File: src/design/cmoc_pkg.sv
// shared constants, enums and carriers of the clock multiplier output control
package cmoc_pkg;
  // system clock and timing figures
  localparam int unsigned CLK_PERIOD_NS = 40;
  localparam int unsigned LOCK_TIME_NS  = 100000;  // pll settle time after reference appears
  localparam int unsigned LOCK_CYC      = (LOCK_TIME_NS + CLK_PERIOD_NS - 1) / CLK_PERIOD_NS;
  localparam int unsigned REF_LOSS_NS   = 200;     // longest gap between reference edges
  localparam int unsigned REF_LOSS_CYC  = REF_LOSS_NS / CLK_PERIOD_NS;

  // register byte offsets
  localparam logic [7:0] ADDR_STATUS    = 8'h00;
  localparam logic [7:0] ADDR_LOCK_WAIT = 8'h04;
  localparam logic [7:0] ADDR_RATIO     = 8'h08;

  // status field positions
  localparam int unsigned STAT_REF_BIT  = 0;
  localparam int unsigned STAT_LOCK_BIT = 1;
  localparam int unsigned STAT_DRV_LSB  = 2;
  localparam int unsigned STAT_MODE_LSB = 4;
  localparam int unsigned STAT_TAP_LSB  = 8;

  // reset value and stop parking level
  localparam logic [15:0] LOCK_WAIT_RST = 16'(LOCK_CYC);
  localparam logic        STOP_LEVEL    = 1'h1;  // parked level of both outputs

  // multiply ratio in thirds
  localparam logic [7:0] RATIO_X3_4    = 8'h0c;
  localparam logic [7:0] RATIO_X3_6    = 8'h12;
  localparam logic [7:0] RATIO_X3_8    = 8'h18;
  localparam logic [7:0] RATIO_X3_16_3 = 8'h10;

  // output source modes
  typedef enum logic [1:0] {
    MODE_ALIGN  = 2'b00,
    MODE_BYPASS = 2'b01,
    MODE_TEST   = 2'b10,
    MODE_HIZ    = 2'b11
  } cmoc_mode_e;

  // output driver states
  typedef enum logic [1:0] {
    DRV_PDN  = 2'b00,
    DRV_STOP = 2'b01,
    DRV_RUN  = 2'b10
  } cmoc_drv_e;

  // lock acquisition states
  typedef enum logic [1:0] {
    LK_IDLE   = 2'b00,
    LK_ACQ    = 2'b01,
    LK_LOCKED = 2'b10
  } cmoc_lk_e;

  // differential output pin pair with enables
  typedef struct packed {
    logic clk;
    logic clk_oe;
    logic cmp;
    logic cmp_oe;
  } cmoc_pins_s;
endpackage

File: src/design/cmoc_phase_align.sv
// bang-bang phase aligner: delay line on the pll clock steered by the phase detector
`timescale 1ns/1ns
`default_nettype none
module cmoc_phase_align
  import cmoc_pkg::*;
#(
  parameter int unsigned TAPS = 8
) (
  input  wire logic       clk_i,
  input  wire logic       rst_i,
  input  wire logic       en_i,       // aligner runs only while locked
  input  wire logic       pll_clk_i,
  input  wire logic       proc_ph_i,
  input  wire logic       chan_ph_i,
  output logic            aligned_o,
  output logic [7:0]      tap_o
);
  localparam int unsigned TW = $clog2(TAPS);
  localparam logic [TW-1:0] TAP_MAX = TW'(TAPS - 1);
  localparam logic [TW-1:0] TAP_MID = TW'(TAPS / 2);  // centre gives about half the taps each way

  // tap count must fit the status field
  if (TAPS < 2 || TAPS > 256) begin : g_bad_taps
    $error("TAPS must lie in 2..256");
  end

  logic [TAPS-1:0] line_r, line_nxt;      // sampled delay line
  logic [TW-1:0]   tap_r, tap_nxt;        // selected delay
  logic            proc_d_r, proc_d_nxt;  // previous processor phase level
  logic            al_r, al_nxt;          // aligned clock flop

  // next state: shift the line, step the tap on each processor rising edge while enabled, holding at either end
  always_comb begin
    line_nxt   = {line_r[TAPS-2:0], pll_clk_i};
    proc_d_nxt = proc_ph_i;
    al_nxt     = line_r[tap_r];
    tap_nxt    = tap_r;
    if (!en_i) begin
      tap_nxt = TAP_MID;  // recentre so capture range is symmetric
    end else if (proc_ph_i && !proc_d_r) begin
      if (chan_ph_i && tap_r != TAP_MAX) begin
        tap_nxt = tap_r + 1'b1;  // channel leads: add delay
      end else if (!chan_ph_i && tap_r != '0) begin
        tap_nxt = tap_r - 1'b1;  // channel lags: remove delay
      end
    end
  end

  // registers
  always_ff @(posedge clk_i) begin
    if (rst_i) begin
      line_r   <= '0;
      tap_r    <= TAP_MID;
      proc_d_r <= 1'b0;
      al_r     <= 1'b0;
    end else begin
      line_r   <= line_nxt;
      tap_r    <= tap_nxt;
      proc_d_r <= proc_d_nxt;
      al_r     <= al_nxt;
    end
  end

  assign aligned_o = al_r;
  assign tap_o     = 8'(tap_r);
endmodule // cmoc_phase_align
`default_nettype wire

File: src/design/cmoc_out_drv.sv
// output driver: power state, stop parking and source selection for the pin pair
`timescale 1ns/1ns
`default_nettype none
module cmoc_out_drv
  import cmoc_pkg::*;
(
  input  wire logic  clk_i,
  input  wire logic  rst_i,
  input  wire logic  power_down_n_i,
  input  wire logic  output_stop_n_i,
  input  wire logic  mode_select_0_i,
  input  wire logic  mode_select_1_i,
  input  wire logic  mode_select_2_i,
  input  wire logic  locked_i,
  input  wire logic  aligned_i,
  input  wire logic  pll_i,
  input  wire logic  ref_i,
  output cmoc_pins_s pins_o,
  output cmoc_drv_e  drv_o,
  output cmoc_mode_e mode_o
);
  cmoc_pins_s pins_r, pins_nxt;  // registered pin pair
  cmoc_mode_e mode;               // decoded source mode
  cmoc_drv_e  drv;                // decoded driver state
  logic       src;                // chosen true-phase source

  // decode pins, select source, build next pin values
  always_comb begin
    case ({mode_select_0_i, mode_select_1_i, mode_select_2_i})
      3'b000:  mode = MODE_ALIGN;
      3'b100:  mode = MODE_BYPASS;
      3'b110:  mode = MODE_TEST;
      default: mode = MODE_HIZ;     // 01x, 111 and reserved codes float
    endcase
    if (!power_down_n_i) begin
      drv = DRV_PDN;                // stop input ignored
    end else if (!output_stop_n_i) begin
      drv = DRV_STOP;
    end else begin
      drv = DRV_RUN;
    end
    // pll sources are undefined until lock, so they are held low
    case (mode)
      MODE_ALIGN:  src = locked_i & aligned_i;
      MODE_BYPASS: src = locked_i & pll_i;
      MODE_TEST:   src = ref_i;                 // pll bypassed
      default:     src = 1'b0;
    endcase
    case (drv)
      DRV_PDN:  pins_nxt = '{clk: 1'b0, clk_oe: 1'b1, cmp: 1'b0, cmp_oe: 1'b1};
      DRV_STOP: pins_nxt = '{clk: STOP_LEVEL, clk_oe: 1'b1, cmp: STOP_LEVEL, cmp_oe: 1'b1};
      default: begin
        if (mode == MODE_HIZ) begin
          pins_nxt = '{clk: 1'b0, clk_oe: 1'b0, cmp: 1'b0, cmp_oe: 1'b0};
        end else if (mode == MODE_TEST || locked_i) begin
          pins_nxt = '{clk: src, clk_oe: 1'b1, cmp: ~src, cmp_oe: 1'b1};
        end else begin
          pins_nxt = '{clk: 1'b0, clk_oe: 1'b1, cmp: 1'b0, cmp_oe: 1'b1};
        end
      end
    endcase
  end

  // pin register; reset looks like power down
  always_ff @(posedge clk_i) begin
    if (rst_i) begin
      pins_r <= '{clk: 1'b0, clk_oe: 1'b1, cmp: 1'b0, cmp_oe: 1'b1};
    end else begin
      pins_r <= pins_nxt;
    end
  end

  assign pins_o = pins_r;
  assign drv_o  = drv;
  assign mode_o = mode;
endmodule // cmoc_out_drv
`default_nettype wire

File: src/design/cmoc_top.sv
// clock multiplier output control: ratio, lock tracking, aligner, drivers, register slave
// Operation
// - ratio selects multiply by 4, 6, 8, 16/3
// - output undefined until reference present and locked
// - power down grounds outputs; stop parks them
// - normal state picks aligned, pll or reference
// - mode pins encode aligned, bypass, test, float
// - aligner shifts phase to minimise divided skew
//
// Decided for this implementation: the address map and the AHB-Lite slave port.
`timescale 1ns/1ns
`default_nettype none
module cmoc_top
  import cmoc_pkg::*;
#(
  parameter int unsigned TAPS = 8  // aligner delay line length
) (
  input  wire logic        clk_i,
  input  wire logic        rst_i,
  input  wire logic        ratio_select_0_i,
  input  wire logic        ratio_select_1_i,
  input  wire logic        power_down_n_i,
  input  wire logic        output_stop_n_i,
  input  wire logic        mode_select_0_i,
  input  wire logic        mode_select_1_i,
  input  wire logic        mode_select_2_i,
  input  wire logic        reference_clock_in_i,
  input  wire logic        pll_multiplied_clock_i,
  input  wire logic        processor_phase_input_i,
  input  wire logic        channel_phase_input_i,
  output logic             channel_clock_out_o,
  output logic             channel_clock_out_oe_o,
  output logic             output_complement_o,
  output logic             output_complement_oe_o,
  output logic [7:0]       pll_ratio_x3_o,
  output logic             pll_locked_o,
  input  wire logic        hsel_i,
  input  wire logic [31:0] haddr_i,
  input  wire logic [1:0]  htrans_i,
  input  wire logic        hwrite_i,
  input  wire logic [2:0]  hsize_i,
  input  wire logic [31:0] hwdata_i,
  input  wire logic        hready_i,
  output logic [31:0]      hrdata_o,
  output logic             hreadyout_o,
  output logic             hresp_o
);
  // aligner tap must fit its status field
  if (TAPS < 2 || TAPS > 256) begin : g_bad_taps
    $error("TAPS must lie in 2..256");
  end

  localparam logic [7:0] REF_LOSS_MAX = 8'(REF_LOSS_CYC);

  // ratio select state
  logic [1:0] ratio_r, ratio_nxt;         // held {select1, select0}
  logic [7:0] ratio_x3_r, ratio_x3_nxt;   // multiply ratio in thirds
  logic       ratio_chg;                  // new ratio sampled this cycle

  // reference presence
  logic       ref_d_r, ref_d_nxt;         // previous reference sample
  logic [7:0] ref_gap_r, ref_gap_nxt;     // cycles since last reference edge
  logic       ref_valid_r, ref_valid_nxt; // reference toggling

  // lock acquisition
  cmoc_lk_e    lk_state_r, lk_state_nxt;
  logic [15:0] lk_cnt_r, lk_cnt_nxt;      // settle cycles spent
  logic        restart;                   // abandon current acquisition
  logic        locked;

  // register slave state
  logic [15:0] lock_wait_r, lock_wait_nxt; // settle time in cycles
  logic        dp_wr_r, dp_wr_nxt;         // write data phase pending
  logic [7:0]  dp_addr_r, dp_addr_nxt;     // address of that write
  logic [31:0] rdata_r, rdata_nxt;         // read data for the data phase
  logic        cfg_wr;                     // lock wait written
  logic        ap_take;                    // address phase accepted

  // aligner and driver wiring
  logic        aligned;
  logic [7:0]  tap;
  cmoc_pins_s  pins;
  cmoc_drv_e   drv;
  cmoc_mode_e  mode;
  logic [31:0] status;

  // ratio sampling; held while powered down so a floating select cannot bounce the pll
  always_comb begin
    ratio_chg    = 1'b0;
    ratio_nxt    = ratio_r;
    ratio_x3_nxt = ratio_x3_r;
    if (power_down_n_i) begin
      ratio_nxt = {ratio_select_1_i, ratio_select_0_i};
      ratio_chg = (ratio_nxt != ratio_r);
    end
    case (ratio_nxt)
      2'b00:   ratio_x3_nxt = RATIO_X3_4;
      2'b10:   ratio_x3_nxt = RATIO_X3_6;
      2'b11:   ratio_x3_nxt = RATIO_X3_8;
      2'b01:   ratio_x3_nxt = RATIO_X3_16_3;
      default: ratio_x3_nxt = RATIO_X3_4;
    endcase
  end

  // ratio registers
  always_ff @(posedge clk_i) begin
    if (rst_i) begin
      ratio_r    <= 2'h0;
      ratio_x3_r <= RATIO_X3_4;
    end else begin
      ratio_r    <= ratio_nxt;
      ratio_x3_r <= ratio_x3_nxt;
    end
  end

  // reference watchdog: any edge within the loss window counts as present
  always_comb begin
    ref_d_nxt = reference_clock_in_i;
    if (reference_clock_in_i != ref_d_r) begin
      ref_gap_nxt = 8'h00;
    end else if (ref_gap_r != REF_LOSS_MAX) begin
      ref_gap_nxt = ref_gap_r + 8'h01;
    end else begin
      ref_gap_nxt = ref_gap_r;  // saturate
    end
    ref_valid_nxt = (ref_gap_nxt != REF_LOSS_MAX);
  end

  // reference registers; absent until edges are seen
  always_ff @(posedge clk_i) begin
    if (rst_i) begin
      ref_d_r     <= 1'b0;
      ref_gap_r   <= REF_LOSS_MAX;
      ref_valid_r <= 1'b0;
    end else begin
      ref_d_r     <= ref_d_nxt;
      ref_gap_r   <= ref_gap_nxt;
      ref_valid_r <= ref_valid_nxt;
    end
  end

  // lock state machine: settle for lock_wait cycles with a steady reference
  always_comb begin
    restart      = !power_down_n_i || !ref_valid_r || ratio_chg || cfg_wr;
    lk_state_nxt = lk_state_r;
    lk_cnt_nxt   = lk_cnt_r;
    if (restart) begin
      lk_cnt_nxt   = 16'h0000;
      lk_state_nxt = (power_down_n_i && ref_valid_r) ? LK_ACQ : LK_IDLE;
    end else begin
      case (lk_state_r)
        LK_IDLE: begin
          lk_state_nxt = LK_ACQ;
        end
        LK_ACQ: begin
          lk_cnt_nxt = lk_cnt_r + 16'h0001;
          if (lk_cnt_nxt >= lock_wait_r) begin
            lk_state_nxt = LK_LOCKED;
          end
        end
        LK_LOCKED: begin
          lk_state_nxt = LK_LOCKED;
        end
        default: begin
          lk_state_nxt = LK_IDLE;
        end
      endcase
    end
  end

  // lock registers
  always_ff @(posedge clk_i) begin
    if (rst_i) begin
      lk_state_r <= LK_IDLE;
      lk_cnt_r   <= 16'h0000;
    end else begin
      lk_state_r <= lk_state_nxt;
      lk_cnt_r   <= lk_cnt_nxt;
    end
  end

  assign locked = (lk_state_r == LK_LOCKED);

  // status word for software
  always_comb begin
    status                                   = 32'h0000_0000;
    status[STAT_REF_BIT]                     = ref_valid_r;
    status[STAT_LOCK_BIT]                    = locked;
    status[STAT_DRV_LSB +: 2]                = drv;
    status[STAT_MODE_LSB +: 2]               = mode;
    status[STAT_TAP_LSB +: 8]                = tap;
  end

  // ahb-lite slave, zero wait: read data is latched at the address phase
  always_comb begin
    ap_take       = hsel_i && htrans_i[1] && hready_i;
    dp_wr_nxt     = ap_take && hwrite_i;
    dp_addr_nxt   = ap_take ? haddr_i[7:0] : dp_addr_r;
    rdata_nxt     = 32'h0000_0000;  // unmapped reads as zero
    cfg_wr        = dp_wr_r && (dp_addr_r == ADDR_LOCK_WAIT);
    lock_wait_nxt = lock_wait_r;
    if (cfg_wr) begin
      // zero would lock at once; clamp to one cycle
      lock_wait_nxt = (hwdata_i[15:0] == 16'h0000) ? 16'h0001 : hwdata_i[15:0];
    end
    if (ap_take && !hwrite_i) begin
      case (haddr_i[7:0])
        ADDR_STATUS:    rdata_nxt = status;
        ADDR_LOCK_WAIT: rdata_nxt = {16'h0000, lock_wait_r};
        ADDR_RATIO:     rdata_nxt = {24'h00_0000, ratio_x3_r};
        default:        rdata_nxt = 32'h0000_0000;
      endcase
    end
  end

  // slave registers
  always_ff @(posedge clk_i) begin
    if (rst_i) begin
      lock_wait_r <= LOCK_WAIT_RST;
      dp_wr_r     <= 1'b0;
      dp_addr_r   <= 8'h00;
      rdata_r     <= 32'h0000_0000;
    end else begin
      lock_wait_r <= lock_wait_nxt;
      dp_wr_r     <= dp_wr_nxt;
      dp_addr_r   <= dp_addr_nxt;
      rdata_r     <= rdata_nxt;
    end
  end

  assign hrdata_o    = rdata_r;
  assign hreadyout_o = 1'b1;  // never stalls
  assign hresp_o     = 1'b0;  // always okay

  // phase aligner on the multiplied clock
  cmoc_phase_align #(
    .TAPS      (TAPS)
  ) u_align (
    .clk_i     (clk_i),
    .rst_i     (rst_i),
    .en_i      (locked),
    .pll_clk_i (pll_multiplied_clock_i),
    .proc_ph_i (processor_phase_input_i),
    .chan_ph_i (channel_phase_input_i),
    .aligned_o (aligned),
    .tap_o     (tap)
  );

  // pin pair driver
  cmoc_out_drv u_drv (
    .clk_i           (clk_i),
    .rst_i           (rst_i),
    .power_down_n_i  (power_down_n_i),
    .output_stop_n_i (output_stop_n_i),
    .mode_select_0_i (mode_select_0_i),
    .mode_select_1_i (mode_select_1_i),
    .mode_select_2_i (mode_select_2_i),
    .locked_i        (locked),
    .aligned_i       (aligned),
    .pll_i           (pll_multiplied_clock_i),
    .ref_i           (reference_clock_in_i),
    .pins_o          (pins),
    .drv_o           (drv),
    .mode_o          (mode)
  );

  // outputs
  assign channel_clock_out_o    = pins.clk;
  assign channel_clock_out_oe_o = pins.clk_oe;
  assign output_complement_o    = pins.cmp;
  assign output_complement_oe_o = pins.cmp_oe;
  assign pll_ratio_x3_o         = ratio_x3_r;
  assign pll_locked_o           = locked;
endmodule // cmoc_top
`default_nettype wire

File: config.mk
export PLATFORM = sky130hd
export DESIGN_NAME = cmoc_top
export DESIGN_NICKNAME = d
export VERILOG_FILES = /design/src/design/cmoc_pkg.sv /design/src/design/cmoc_phase_align.sv /design/src/design/cmoc_out_drv.sv /design/src/design/cmoc_top.sv
export SDC_FILE = /design/constraint.sdc
export NUM_CORES = 1
export LEC_CHECK = 0
export BUFFER_PORTS_ARGS = -buffer_cell sky130_fd_sc_hd__buf_4
export CAP_MARGIN = 40
export CORE_MARGIN = 5
export CORE_UTILIZATION = 45
export CTS_CLUSTER_SIZE = 10
export DETAILED_ROUTE_END_ITERATION = 8
export PLACE_DENSITY = 0.71
export SETUP_SLACK_MARGIN = 0.3
export SLEW_MARGIN = 25
export SYNTH_ARGS = -nofsm -noshare
export SYNTH_HDL_FRONTEND = slang
export SYNTH_SLANG_ARGS = --single-unit
File: constraint.sdc
create_clock -name clk_i -period 4.1 [get_ports clk_i]
set_clock_uncertainty 0.05 [all_clocks]
set_input_delay 0.615 -clock clk_i [delete_from_list [all_inputs] [get_ports clk_i]]
set_output_delay 0.615 -clock clk_i [all_outputs]
set_load 0.05 [all_outputs]
Word-level counts from Yosys, hierarchy flattened. Cells that the tools add are included.

Bits of input ports: 85. Bits in latches: 0. Memories kept: 0. Register bits: 112. Bits in writable memories: 0. Bits in read-only memories: 0.

$mul: 0. $lt $le $gt $ge: 2. Equal/unequal tests: 20. Shift-type cells: 0. Div/mod/pow operators: 0. Reduce and logical (&&, ||, !) cells: 31. $add $sub $neg: 4. Mux-type cells: 22. Bitwise operators: 5.

Operators with widths (number): 16-bit one-hot mux with 3 select lines (1); 8-bit one-hot mux with 4 select lines (1); 16-bit by 1-bit adder with 16-bit output, second input constant (1); 8-bit by 3-bit == test with 1-bit output, second input constant (2); 16-bit >= comparator (1); 16-bit zero test (1); 16-bit two-way mux (1); 8-bit two-way mux (2); 8-bit by 3-bit inequality test with 1-bit output, second input constant (2); 2-bit one-hot mux with 3 select lines (2); 2-bit == test, second input constant (5); 2-bit two-way mux (5); 1-bit logical AND (9); 8-bit by 1-bit adder with 8-bit output, second input constant (1); 2-bit by 1-bit == test with 1-bit output, second input constant (4); 8-bit by 4-bit == test with 1-bit output, second input constant (1); 2-bit zero test (4); 8-bit zero test (1); 4-bit two-way mux (2); 4-bit one-hot mux with 2 select lines (1); 3-bit == test, second input constant (2); 3-bit two-way mux (2); 3-bit inequality test, second input constant (2); 2-bit OR reduction (3); other kinds (16) (28).

Logic depth before layout (Yosys ltp). Gate-level depths: netlist (run 1).

Depth after elaboration: 8. Mapped depth: 13. Gate-level depth less buffers: 11.

Modules after synthesis. Synthesis (run 1) repeated with hierarchy kept, for this count alone.

Cells, all modules: 530. Area total of the unflattened synthesis: 4638.2 µm².

Modules (own cells, without submodules): cmoc_top (seq. area each 1501.4 µm², area an instance 3842.4 µm², times used 1, cells each 451); cmoc_phase_align (seq. area each 260.2 µm², area an instance 601.8 µm², times used 1, cells each 57); cmoc_out_drv (seq. area each 60.1 µm², area an instance 193.9 µm², times used 1, cells each 22).

Worst setup path after synthesis (run 1). Ideal clock, no wire load.

Path type: reg-to-reg. Start: register lk_cnt_r[7]. End: register lk_state_r[1]. Cell stages (with the launch flop): 14. Data arrival time: 3.109 ns. Setup slack: 0.819 ns. Path through: dfxtp_1 -> clkbuf_1 -> and3_1 -> and3_1 -> clkbuf_1 -> and2_1 -> nand2_1 -> xnor2_1 -> ha_1 -> nand4_2 -> nor2_1 -> or4b_1 -> a2111o_1 -> mux2_4.

Word-level cells in the longest chain between the ends: 3.

RTL lines: start: declaration (RTL line cmoc_top.sv:67) `logic [15:0] lk_cnt_r, lk_cnt_nxt;`; start signal: assignment (RTL line cmoc_top.sv:178) `lk_cnt_r <= lk_cnt_nxt;`; 16-bit by 1-bit adder with 16-bit output (RTL line cmoc_top.sv:156) `lk_cnt_nxt = lk_cnt_r + 16'h0001;`; 16-bit >= comparator (RTL line cmoc_top.sv:157) `if (lk_cnt_nxt >= lock_wait_r) begin`; 3-bit inequality test (no line); end signal: assignment (RTL line cmoc_top.sv:177) `lk_state_r <= lk_state_nxt;`; end: declaration (RTL line cmoc_top.sv:66) `cmoc_lk_e lk_state_r, lk_state_nxt;`.

No other way between the ends. A chain may end at the register's enable or synchronous reset.

Worst setup path after layout (run 1).
Start: register lk_cnt_r[0]. End: register lk_state_r[1].

Same word-level chain as after synthesis.

==> results, run 1 <==
- The total area inside the core boundary comes to 0.00968 mm2.
- Port buffering added 65 buffers.
- The fraction of met1 tracks used by global routing is 0.205.
- The number of antenna violations at the first check in global routing is 0.
- The setup check on the worst reg-to-reg path leaves a slack of 0.59 ns.
- The synthesized design contains 0 enable-type register cells.
- The nature of the critical path startpoint is a register.
- The endpoint identified for the worst register-to-register timing path is lk_state_r[1].
- The layout overhead on the synthesized area is 15.4%.
- The die extent in x is 109 um.
- The critical-path maximum fanout is 8.
- Dividing total power by cell area gives a power density of 339 mW/mm2.
- The top achievable clock speed is 285 MHz.
- The number of global-route vias before repair was 3317.
- The synthesized design spends more area on one cell type than any other, namely sky130_fd_sc_hd__dfxtp_1.
- The busiest layer in global routing is met2.
- The number of setup violations in the final report is 0.
- The count of different cell masters after synthesis is 47.
- In this run the tightest slew margin relative to its limit is 0.515.
- The number of warnings issued by yosys is 0.
- In the final layout, the multi-input gates occupy 0.00234 mm2.
- At the pin with the least slew margin, the transition time is 0.725 ns.
- The post-layout total power is 1.74 mW.
- Routability-driven placement finished with a final weighted congestion of 0.835.
- The cell at the root of the clock tree is sky130_fd_sc_hd__clkbuf_8.
- The post-cts resize count is 0.
- Of the available clock period, the critical path in the final layout requires 0.856.
- The average wire per standard cell is 13.8 um.
- The number of nets in the final layout is 669.
- The number of nets with antenna violations after detailed routing is 0.
- The analysis attributes to cell leakage a power of 2.25 nW.
- The number of buffers inserted to repair setup after CTS is 0.
- The cell area after layout is 0.00512 mm2.
- The worst-case IR drop observed on VDD is 0.148 mV.
- The setup TNS is 0 ns.
- The final global-route overflow total is 0.
- Leaving out filler cells and counting taps, the final layout contains 697.
- The worst endpoint data arrival time is 3.71 ns.
- The gate count after technology mapping is 506.
- Among all flip-flop cells after synthesis, the most frequent one is sky130_fd_sc_hd__dfxtp_1.
- The critical path required time is 4.30 ns.
- The register clock-pin slew on the reported worst setup and hold paths is 0.09 ns.
- Setup repair after global routing left no endpoint under its margin.
- A synthesized cell averages 8.76 um2.
- The clock latency of the later-clocked register in the worst-skew pair is 0.36 ns.
- The routed via count is 3469.
- Of the post-synthesis cell area, the dominant cell type holds 0.411.
- The fraction of met3 tracks used by global routing is 0.0290.
- Ranked by total cell area, the synthesized netlist is headed by sky130_fd_sc_hd__dfxtp_1, sky130_fd_sc_hd__ha_1, sky130_fd_sc_hd__mux2i_1.
- The number of buffers inserted by hold repair at cts is 0.
- The number of clock sinks is 91.
- The DRC violations left is 0.
- The synthesized design contains 91 register bits.
- Broken down by cell family, the worst path's largest delay share belongs to simple AND/OR/NAND/NOR gates.
- The initial core utilization is 0.458.
- The flow ran to the end, and the final reports show no timing, DRC or antenna violations.
- Across the run, the number of max-cap violations was 0.
- The global routing usage on met2 is 0.281.
- The startpoint identified for the worst hold timing path is dp_addr_r[1].
- The final setup slack of the worst path is 0.590 ns.
- The total die area is 0.0119 mm2.
- The worst reg-to-reg path cell count is 11.
- The share of final-layout standard cells stronger than drive strength 1 is 0.158.
- The startpoint identified for the worst register-to-register timing path is lk_cnt_r[0].
- The number of antenna repair diodes is 0.
- The final-report hold violation count came to 0.
- The first global-routing pass estimated 15500 um of wire.
- The top-level I/O count is 132.
- The worst path needs 3.51 ns of the cycle, external delays included.
- The number of pins with negative max-slew slack in the final report came to 0.
- The worst min-delay path category is register to register.
- The instance area after placement is 0.00491 mm2.
- From bottom edge to top edge, the die measures 109 um.
- Entering global routing, the biggest net connects 44 pins.
- For this run, the register share of the synthesized area comes to 0.411.
- The startpoint-to-endpoint class of the critical path is register to register.
- The detailed router's first-iteration violation count is 164.
- The H-tree was split into 3 levels.
- The hold-critical path endpoint is dp_addr_r[1].
- The HPWL after detailed placement is 7290 um.
- The critical path endpoint category is a register.
- Walking the worst path, the cells encountered are ha_1, nand2_1, nor2_1, nand3_1, xnor2_1, ha_1, nand4_2, nor2_1, or4b_1, a2111o_1, mux2_4.
- The first detailed-routing pass ran for 4 iterations.
- The number of fill cells is 885.
- Counting instances, the worst hold path has a depth of 2.
- The post-detailed-routing wire length is 9650 um.
- In the synthesized netlist the async set-or-reset flop fraction comes to 0.
- After detailed routing, the number of vias per cell comes to 4.98.
- The number of buffers and inverters on the critical path is 0.
- The highest cell delay on the worst timing path is 0.50 ns.
- The cell area after technology mapping is 0.00443 mm2.
- The worst setup timing slack at the placement stage is 0.642 ns.
- TritonCTS created 9 clock buffers.
- The clock tree from TritonCTS is yes.
- Once placement completed, the tool counted placed cells totaling 681.
- Among all stages on the critical path, the largest delay is contributed by sky130_fd_sc_hd__or4b_1.
- The total track usage is 0.166.
- Registers take 0.00182 mm2.
- The row count is 36.
- The number of buffers on the longest clock path is 2.
synth_stat cells (9+ instances only):
master                     count
sky130_fd_sc_hd__dfxtp_1      91
sky130_fd_sc_hd__nor2_1       63
sky130_fd_sc_hd__nand2_1      51
sky130_fd_sc_hd__mux2i_1      27
sky130_fd_sc_hd__inv_1        25
sky130_fd_sc_hd__ha_1         24
sky130_fd_sc_hd__buf_4        23
sky130_fd_sc_hd__xor2_1       23
sky130_fd_sc_hd__a21oi_1      20
sky130_fd_sc_hd__clkbuf_1     18
sky130_fd_sc_hd__xnor2_1      17
sky130_fd_sc_hd__nor3_1       16
sky130_fd_sc_hd__nor2b_1      15
sky130_fd_sc_hd__nand3_1      14
sky130_fd_sc_hd__nand4_1      13
sky130_fd_sc_hd__o21ai_0       9
flip-flops by register name, indices dropped and copies added, names as in the netlist:
name / count
u_align.line_r: 8
u_align.proc_d_r: 1
lock_wait_r: 16
dp_addr_r: 8
pll_ratio_x3_o: 4
ref_d_r: 1
hrdata_o: 16
lk_cnt_r: 16
ref_gap_r: 8
dp_wr_r: 1
u_align.aligned_o: 1
lk_state_r: 2
ref_valid_r: 1
ratio_r: 2
u_drv.pins_o: 3
u_align.tap_r: 3
per-layer routing:
layer / part of all wire / wire length, um / up-vias
met5: 0 / 0 / -
met4: 0.021 / 198 / 0
met3: 0.057 / 553 / 15
met2: 0.48 / 4620 / 83
met1: 0.44 / 4280 / 1610
li1: - / - / 1761
power breakdown:
part	switching [mW]	internal (mW)	total, mW
logic	0.134	0.0677	0.202
clock network	0.320	0.298	0.618
registers	0.0153	0.901	0.916
area by class of cell:
| cell class | instances | area share |
|---|---|---|
| clock buffer | 10 | 0.0269 |
| clock inverter | 6 | 0.0125 |
| inverter | 25 | 0.0183 |
| multi-input combinational | 366 | 0.457 |
| sequential | 91 | 0.356 |
| tap | 133 | 0.0325 |
| timing repair buffer | 66 | 0.0968 |
tightest hold or removal path: stages, from the launching register on:
cell	delay, ns
sky130_fd_sc_hd__dfxtp_1	0.32
sky130_fd_sc_hd__nand2_1	0.05
sky130_fd_sc_hd__a21oi_1	0.05
through the flow:
stage / hold slack, ns / util
5_1_grt: 0.431 / 0.528
2_1_floorplan: 0.382 / -
3_5_place_dp: 0.400 / 0.507
6_report: 0.412 / 0.528
4_1_cts: 0.412 / 0.528
3_3_place_gp: 0.396 / 0.507
cell families after synthesis:
group,count (synthesis),share of synthesized area
buf+inv,69,0.0787
simple gates,204,0.221
xor+xnor,40,0.0790
mux,30,0.0745
other cells,2,0.00169
fa+ha+maj,25,0.0723
flops,91,0.411
compound gates,45,0.0621
placed cells by master (no fill, tap or decap), types with 6 or more instances in the layout:
cell                       count
sky130_fd_sc_hd__nor4_1        7
sky130_fd_sc_hd__nor2_1       63
sky130_fd_sc_hd__inv_1        25
sky130_fd_sc_hd__a21oi_1      20
sky130_fd_sc_hd__buf_4        66
sky130_fd_sc_hd__dfxtp_1      91
sky130_fd_sc_hd__clkbuf_8     10
sky130_fd_sc_hd__nand3_1      14
sky130_fd_sc_hd__and3_1        6
sky130_fd_sc_hd__nand4_1      13
sky130_fd_sc_hd__nand2_1      51
sky130_fd_sc_hd__xnor2_1      17
sky130_fd_sc_hd__conb_1       22
sky130_fd_sc_hd__nor2b_1      15
sky130_fd_sc_hd__nor3_1       16
sky130_fd_sc_hd__o21ai_0       9
sky130_fd_sc_hd__ha_1         24
sky130_fd_sc_hd__xor2_1       23
sky130_fd_sc_hd__mux2i_1      27
worst max path at each step:
stage / startpoint / end / slack [ns] / cells past startpoint
global route: lk_cnt_r[0] / lk_state_r[1] / 0.38 / 11
detailed placement: lk_cnt_r[0] / lk_state_r[1] / 0.64 / 11
CTS: lk_cnt_r[0] / lk_state_r[1] / 0.61 / 11
finish: lk_cnt_r[0] / lk_state_r[1] / 0.59 / 11
global placement: lk_cnt_r[0] / lk_state_r[1] / 0.65 / 11
floorplan: lk_cnt_r[7] / lk_state_r[1] / 0.82 / 13
Power figures use the tool's default switching activity.
==> run 2: changes to the inputs <==
--- a/config.mk
+++ b/config.mk
@@ -5,6 +5,7 @@
 export SDC_FILE = /design/constraint.sdc
 export NUM_CORES = 1
 export LEC_CHECK = 0
+export ABC_AREA = 1
 export BUFFER_PORTS_ARGS = -buffer_cell sky130_fd_sc_hd__buf_4
 export CAP_MARGIN = 40
 export CORE_MARGIN = 5
==> results, run 2 <==
- The most repeated cell in the gate-level netlist after synthesis is sky130_fd_sc_hd__nand2_1.
- The worst reg-to-reg path cell count is 17 (+6).
- The number of warnings issued by yosys came to 0 (unchanged).
- The HPWL after detailed placement is 7960 um (+9.3%).
- Sorting the synthesized cells by how often they occur yields sky130_fd_sc_hd__nand2_1, sky130_fd_sc_hd__dfxtp_1, sky130_fd_sc_hd__inv_1, sky130_fd_sc_hd__nor2_1, sky130_fd_sc_hd__a21oi_1.
- The number of nets with antenna violations after detailed routing is 0 (unchanged).
- The reg-to-reg critical path endpoint is lk_state_r[0].
- The total track usage came to 0.170 (+0.00430).
- The detailed router's first-iteration violation count is 208 (+27%).
- Following the worst setup path forward leads to its endpoint at lk_state_r[0].
- The worst hold slack was 0.372 ns (-0.0398 ns).
- The number of setup violations in the final report is 0 (unchanged).
- The cell at the root of the clock tree is sky130_fd_sc_hd__clkbuf_8.
- The launch point of the critical path is lk_cnt_r[0].
- The die extent in x is 111 um (+1.5%).
- By area the synthesized netlist is led by sky130_fd_sc_hd__dfxtp_1, sky130_fd_sc_hd__nand2_1, sky130_fd_sc_hd__inv_1.
- The global placement routability congestion came to 0.866 (+3.7%).
- The number of antenna repair diodes is 0 (unchanged).
- The cell area after layout is 0.00530 mm2 (+3.5%).
- The number of buffers inserted during clock tree synthesis is 9 (unchanged).
- The count of different cell masters after synthesis is 38 (-19%).
- The total power density per cell area is 336 mW/mm2 (-0.97%).
- The post-cts resize count is 0 (unchanged).
- The share of async-settable or async-resettable flops after synthesis is 0 (unchanged).
- The register clock-pin slew on the reported worst setup and hold paths is 0.09 ns (about the same).
- The post-detailed-routing wire length is 10400 um (+7.3%).
- The worst setup path is launched from a register.
- The number of antenna violations at the first check in global routing is 0 (unchanged).
- The worst min-delay path category is register to register.
- The cell area after technology mapping is 0.00458 mm2 (+3.3%).
- The synthesized design spends more area on one cell type than any other, namely sky130_fd_sc_hd__dfxtp_1.
- The portion of the clock cycle consumed by the worst path in the final layout was 0.609 (-0.247).
- The sequential fraction of the synthesis area was 0.398 (-0.0132).
- The average size of a mapped cell is 7.25 um2 (-17%).
- The average wire per standard cell was 12.5 um (-9.7%).
- The largest net degree at the start of global routing is 42 (-4.5%).
- The total die area is 0.0123 mm2 (+3.0%).
- The number of maximum-capacitance constraint violations is 0 (unchanged).
- The startpoint of the worst register-to-register path is lk_cnt_r[0].
- The gate count after technology mapping was 632 (+25%).
- The total instance count after detailed placement is 813 (+19%).
- The time the final worst path needs with I/O delays and setup is 2.50 ns (-1.01 ns).
- The worst slew slack as a fraction of its limit came to 0.521 (+0.00607).
- The number of fill cells came to 968 (+9.4%).
- The number of buffers inserted by hold repair at cts is 0 (unchanged).
- The DRC violations left is 0 (unchanged).
- The wire length of the first global-routing pass is 17400 um (+13%).
- The routed via count came to 4034 (+16%).
- The worst endpoint data arrival time was 2.75 ns (-0.96 ns).
- The library cells used most frequently in the layout, excluding fill and tap cells, are sky130_fd_sc_hd__nand2_1, sky130_fd_sc_hd__inv_1, sky130_fd_sc_hd__dfxtp_1.
- The top-level I/O count is 132 (unchanged).
- The slack of the worst reg-to-reg path was 1.60 ns (+1.01 ns).
- The critical-path maximum fanout came to 4 (-4).
- Setup repair after global routing left no endpoint under its margin.
- The number of global-route vias before repair is 3792 (+14%).
- The setup TNS was 0 ns (unchanged).
- The fraction of post-synthesis cell area in the top cell type by area is 0.398 (-0.0132).
- The count of buffers from port buffering is 65 (unchanged).
- Compared with the post-synthesis result, the final layout area differs by 15.6%.
- The row count came to 36 (unchanged).
- The maximum vdd drop came to 0.174 mV (+17%).
- The vertical die dimension is 111 um (+1.5%).
- The instance area after placement is 0.00509 mm2 (+3.5%).
- The leakage power is 2.45 nW (+8.6%).
- The share of final-layout standard cells stronger than drive strength 1 is 0.129 (-0.0283).
- The run finished with clean final reports.
- STA classifies the critical path endpoint as a register.
- Leaving out fill and tap cells, the most frequent cell in the layout is sky130_fd_sc_hd__nand2_1.
- The via density per instance is 4.87 (-2.1%).
- The number of enable flip-flop cells after synthesis is 0 (unchanged).
- The final cell count without fillers came to 828 (+19%).
- The number of buffers on the longest clock path came to 2 (unchanged).
- The number of buffers inserted to repair setup after CTS is 0 (unchanged).
- The initial core utilization is 0.464 (+0.00661).
- The first-pass iteration count of the detailed router is 5 (+1).
- The critical path required time is 4.35 ns (+0.05 ns).
- The top achievable clock speed is 401 MHz (+41%).
- The critical path in this run is classified as register to register.
- The primary flip-flop cell chosen by synthesis mapping is sky130_fd_sc_hd__dfxtp_1.
- The number of levels the H-tree was split into is 3 (unchanged).
- The number of clock sinks is 91 (unchanged).
- The number of nets in the final layout is 801 (+20%).
- The total core area is 0.00986 mm2 (+1.9%).
- The measured slew at the worst slew-check pin came to 0.713 ns (-0.0120 ns).
- The final global-route overflow total is 0 (unchanged).
- TritonCTS built the clock tree.
- The number of pins with negative max-slew slack in the final report is 0 (unchanged).
- The flip-flop and latch count after synthesis is 91 (unchanged).
- The clock latency of the later-clocked register in the worst-skew pair is 0.36 ns (about the same).
- The final-report hold violation count is 0 (unchanged).
run 2: per-stage QoR:
step | utilization | power (mW) | setup slack [ns]
finish | 0.537 | 1.78 | 1.60
global route | 0.537 | 1.86 | 1.34
CTS | 0.537 | 1.79 | 1.60
detailed placement | 0.516 | 1.15 | 1.62
global placement | 0.514 | 1.14 | 1.66
floorplan | - | 1.10 | 2.03
run 2: power breakdown:
group | leakage [nW] | switching (mW) | internal [mW]
clock network | 0.104 | 0.295 | 0.358
registers | 0.739 | 0.0133 | 0.902
logic | 1.60 | 0.148 | 0.0625
total | 2.45 | 0.456 | 1.32
run 2: layout make-up:
type                    count  area, um2  area share
repair buffers             66        503      0.0950
well taps                 133        166      0.0314
clock inverters             2       60.1      0.0113
clock buffers              13        149      0.0281
inverters                  93        352      0.0664
multi-input cells         430       2240       0.424
flip-flops and latches     91       1820       0.344
run 2: critical path, stage by stage, from the launching register on:
cell and delay, ns:
sky130_fd_sc_hd__dfxtp_1 0.41, sky130_fd_sc_hd__ha_1 0.19, sky130_fd_sc_hd__nand2_1 0.10, sky130_fd_sc_hd__nor3_1 0.34
sky130_fd_sc_hd__nor2_1 0.07, sky130_fd_sc_hd__nor2_1 0.19, sky130_fd_sc_hd__ha_1 0.27, sky130_fd_sc_hd__nand2_1 0.07
sky130_fd_sc_hd__nor2_1 0.06, sky130_fd_sc_hd__nand2_1 0.05, sky130_fd_sc_hd__nand2_1 0.04, sky130_fd_sc_hd__nor2_1 0.08
sky130_fd_sc_hd__nand2_1 0.07, sky130_fd_sc_hd__nand2_1 0.09, sky130_fd_sc_hd__nand2_1 0.10, sky130_fd_sc_hd__nand2_1 0.08
sky130_fd_sc_hd__nand2_1 0.05, sky130_fd_sc_hd__nor2_1 0.10
run 2: metal layers:
| metal | routed length (um) | track usage |
|---|---|---|
| met1 | 4560 | 0.205 |
| met2 | 5060 | 0.298 |
| met3 | 501 | 0.0284 |
| met4 | 234 | 0.0722 |
| met5 | 0 | 0 |
run 2: kinds of logic (layout without fill, tap and decap cells):
group / count (synthesis) / in the layout / synth area share
XOR/XNOR: 15 / 15 / 0.0287
buffers and inverters: 131 / 174 / 0.129
AO/OA/AOI/OAI: 101 / 101 / 0.123
adder cells (fa/ha/maj): 25 / 25 / 0.0699
other: 2 / 22 / 0.00164
AND/OR/NAND/NOR: 267 / 267 / 0.250
flip-flops: 91 / 91 / 0.398
run 2: worst min-delay path by stage:
stage	startpoint	end	cells past startpoint	slack, ns
after global placement	u_align.line_r[4]	u_align.line_r[5]	2	0.36
final	u_align.line_r[3]	u_align.line_r[4]	2	0.37
after detailed placement	u_align.line_r[3]	u_align.line_r[4]	2	0.36
after global routing	u_align.line_r[0]	u_align.line_r[1]	2	0.39
after floorplan	u_align.line_r[0]	u_align.line_r[1]	2	0.35
after CTS	u_align.line_r[3]	u_align.line_r[4]	2	0.38
==> run 3: changes to the inputs <==
==> constraint.sdc (replaced) <==
create_clock -name clk_i -period 2.3 [get_ports clk_i]
set_clock_uncertainty 0.05 [all_clocks]
set_input_delay 0.345 -clock clk_i [delete_from_list [all_inputs] [get_ports clk_i]]
set_output_delay 0.345 -clock clk_i [all_outputs]
set_load 0.05 [all_outputs]
==> results, run 3 (synthesis results as in run 2) <==
- The number of global-route vias before repair was 4026 (+6.2%).
- The share of final-layout standard cells stronger than drive strength 1 is 0.212 (+0.0825).
- The number of buffers inserted during clock tree synthesis is 9 (unchanged).
- The top achievable clock speed is 440 MHz (+9.9%).
- The number of fill cells came to 904 (-6.6%).
- The post-layout total power is 3.13 mW (+76%).
- The maximum vdd drop is 0.317 mV (+82%).
- The final global-route overflow total was 0 (unchanged).
- In this run the most used layer during global routing was met2.
- The worst slew slack as a fraction of its limit came to 0.522 (about the same).
- The total power density per cell area came to 557 mW/mm2 (+66%).
- The die extent in x is 111 um (unchanged).
- The initial core utilization came to 0.464 (unchanged).
- The via density per instance is 4.83 (-0.78%).
- The fraction of met1 tracks used by global routing came to 0.207 (+0.00188).
- The number of setup violations in the final report was 0 (unchanged).
- The HPWL after detailed placement is 8250 um (+3.6%).
- The global routing usage on met2 was 0.311 (+0.0129).
- The count of buffers from port buffering is 65 (unchanged).
- The cell area after layout is 0.00562 mm2 (+6.2%).
- The tightest min-delay check is of the input port to register type.
- The vertical die dimension is 111 um (unchanged).
- Setup repair after global routing could not meet its margin everywhere.
- The measured slew at the worst slew-check pin came to 0.712 ns (-0.000316 ns).
- The top cell types in the final layout, fill and taps aside, are sky130_fd_sc_hd__nand2_1, sky130_fd_sc_hd__inv_1, sky130_fd_sc_hd__buf_4.
- The final cell count without fillers is 850 (+2.7%).
- The number of nets in the final layout is 822 (+2.6%).
- The fraction of the core area covered by cells at the end of the flow is 0.570 (+0.0331).
- The most frequent standard cell in the layout excluding fill and tap cells is sky130_fd_sc_hd__nand2_1.
- The routed via count is 4109 (+1.9%).
- The leakage power is 2.64 nW (+7.9%).
- The total track usage is 0.175 (+0.00512).
- The total instance count after detailed placement was 824 (+1.4%).
- The clock tree from TritonCTS is yes.
- The number of pins with negative max-slew slack in the final report is 0 (unchanged).
- The critical path is of the register to register type.
- The total core area is 0.00986 mm2 (unchanged).
- The number of buffers on the longest clock path is 2 (unchanged).
- The global placement routability congestion was 0.839 (-3.2%).
- The footprint of the multi-input gates is 0.00240 mm2 (+7.1%).
- The register clock-pin slew on the reported worst setup and hold paths is 0.10 ns (about the same).
- The layout overhead on the synthesized area is 22.8%.
- The row count is 36 (unchanged).
- The setup TNS came to 0 ns (unchanged).
- The worst setup timing slack at the placement stage came to 0.0248 ns (-1.60 ns).
- In this run the clock root is driven by a sky130_fd_sc_hd__clkbuf_8.
- The time the final worst path needs with I/O delays and setup was 2.27 ns (-0.225 ns).
- The number of antenna violations at the first check in global routing is 0 (unchanged).
- The worst endpoint data arrival time is 2.52 ns (-0.23 ns).
- The total die area is 0.0123 mm2 (unchanged).
- The top-level I/O count is 132 (unchanged).
- The first-pass iteration count of the detailed router is 5 (unchanged).
- The detailed router's first-iteration violation count is 199 (-4.3%).
- The wire length of the first global-routing pass is 18200 um (+4.4%).
- The number of antenna repair diodes is 0 (unchanged).
- The fraction of met3 tracks used by global routing came to 0.0431 (+0.0147).
- The critical path required time was 2.55 ns (-1.80 ns).
- The instance area after placement came to 0.00520 mm2 (+2.3%).
- The DRC violations left is 0 (unchanged).
- The largest net degree at the start of global routing is 26 (-38%).
- The average wire per standard cell is 12.8 um (+2.6%).
- The clock latency of the later-clocked register in the worst-skew pair is 0.36 ns (about the same).
- The portion of the clock cycle consumed by the worst path in the final layout is 0.987 (+0.379).
- The footprint of the flip-flops and latches is 0.00184 mm2 (+1.1%).
- The number of nets with antenna violations after detailed routing is 0 (unchanged).
- The number of levels the H-tree was split into is 3 (unchanged).
- The final setup slack of the worst path is 0.0292 ns (-1.58 ns).
- The critical path endpoint category is a register.
- The number of clock sinks is 91 (unchanged).
- The critical-path maximum fanout is 4 (unchanged).
- STA classifies the critical path startpoint as a register.
- The number of maximum-capacitance constraint violations was 0 (unchanged).
- The run finished with clean final reports.
- The post-detailed-routing wire length is 10900 um (+5.3%).
- The worst hold slack came to 0.146 ns (-0.226 ns).
- The final-report hold violation count is 0 (unchanged).
run 3: area by class of cell:
type	count	share of cell area
multi-input combinational	430	0.427
sequential	91	0.328
timing repair buffer	87	0.116
inverter	93	0.0634
tap	133	0.0296
clock buffer	10	0.0227
clock inverter	6	0.0131
run 3: repair_timing:
item	4_1_cts	5_1_grt
hold buffers	0	0
pin swaps	4	21
setup buffers	4	6
gates resized for setup	8	31
setup endpoints to repair	2	2
run 3: worst paths after layout:
check                               from                end  slack (ns)  cells after the start
hold / removal    pll_multiplied_clock_i  u_align.line_r[0]        0.15                      3
setup reg to reg             lk_cnt_r[2]      lk_state_r[0]        0.03                     16
hold reg to reg        u_align.line_r[0]  u_align.line_r[1]        0.38                      2
setup / recovery             lk_cnt_r[2]      lk_state_r[0]        0.03                     16
run 3: worst max-delay path: stages, from the launching register on:
cell and delay [ns]:
sky130_fd_sc_hd__dfxtp_2 0.39, sky130_fd_sc_hd__nand3_1 0.11, sky130_fd_sc_hd__inv_1 0.10, sky130_fd_sc_hd__nand2_4 0.08, sky130_fd_sc_hd__inv_4 0.08, sky130_fd_sc_hd__nand3_4 0.07
sky130_fd_sc_hd__xnor2_2 0.16, sky130_fd_sc_hd__ha_1 0.32, sky130_fd_sc_hd__a21oi_1 0.15, sky130_fd_sc_hd__nor2_1 0.06, sky130_fd_sc_hd__nor2_1 0.14, sky130_fd_sc_hd__nand2_2 0.10
sky130_fd_sc_hd__nor2_4 0.12, sky130_fd_sc_hd__nand2_2 0.07, sky130_fd_sc_hd__nand2_1 0.06, sky130_fd_sc_hd__nand2_1 0.05, sky130_fd_sc_hd__nor2_1 0.10
run 3: routing by layer:
metal / vias to the layer above / wire length (um)
met1: 1864 / 4700
met5: - / 0
met4: 0 / 179
li1: 2134 / -
met2: 94 / 5510
met3: 17 / 507
run 3: power breakdown:
part / switching [mW] / internal (mW) / leakage, nW
Sequential: 0.0235 / 1.61 / 0.745
Combinational: 0.271 / 0.117 / 1.79
Clock: 0.597 / 0.515 / 0.101
Total: 0.892 / 2.24 / 2.64
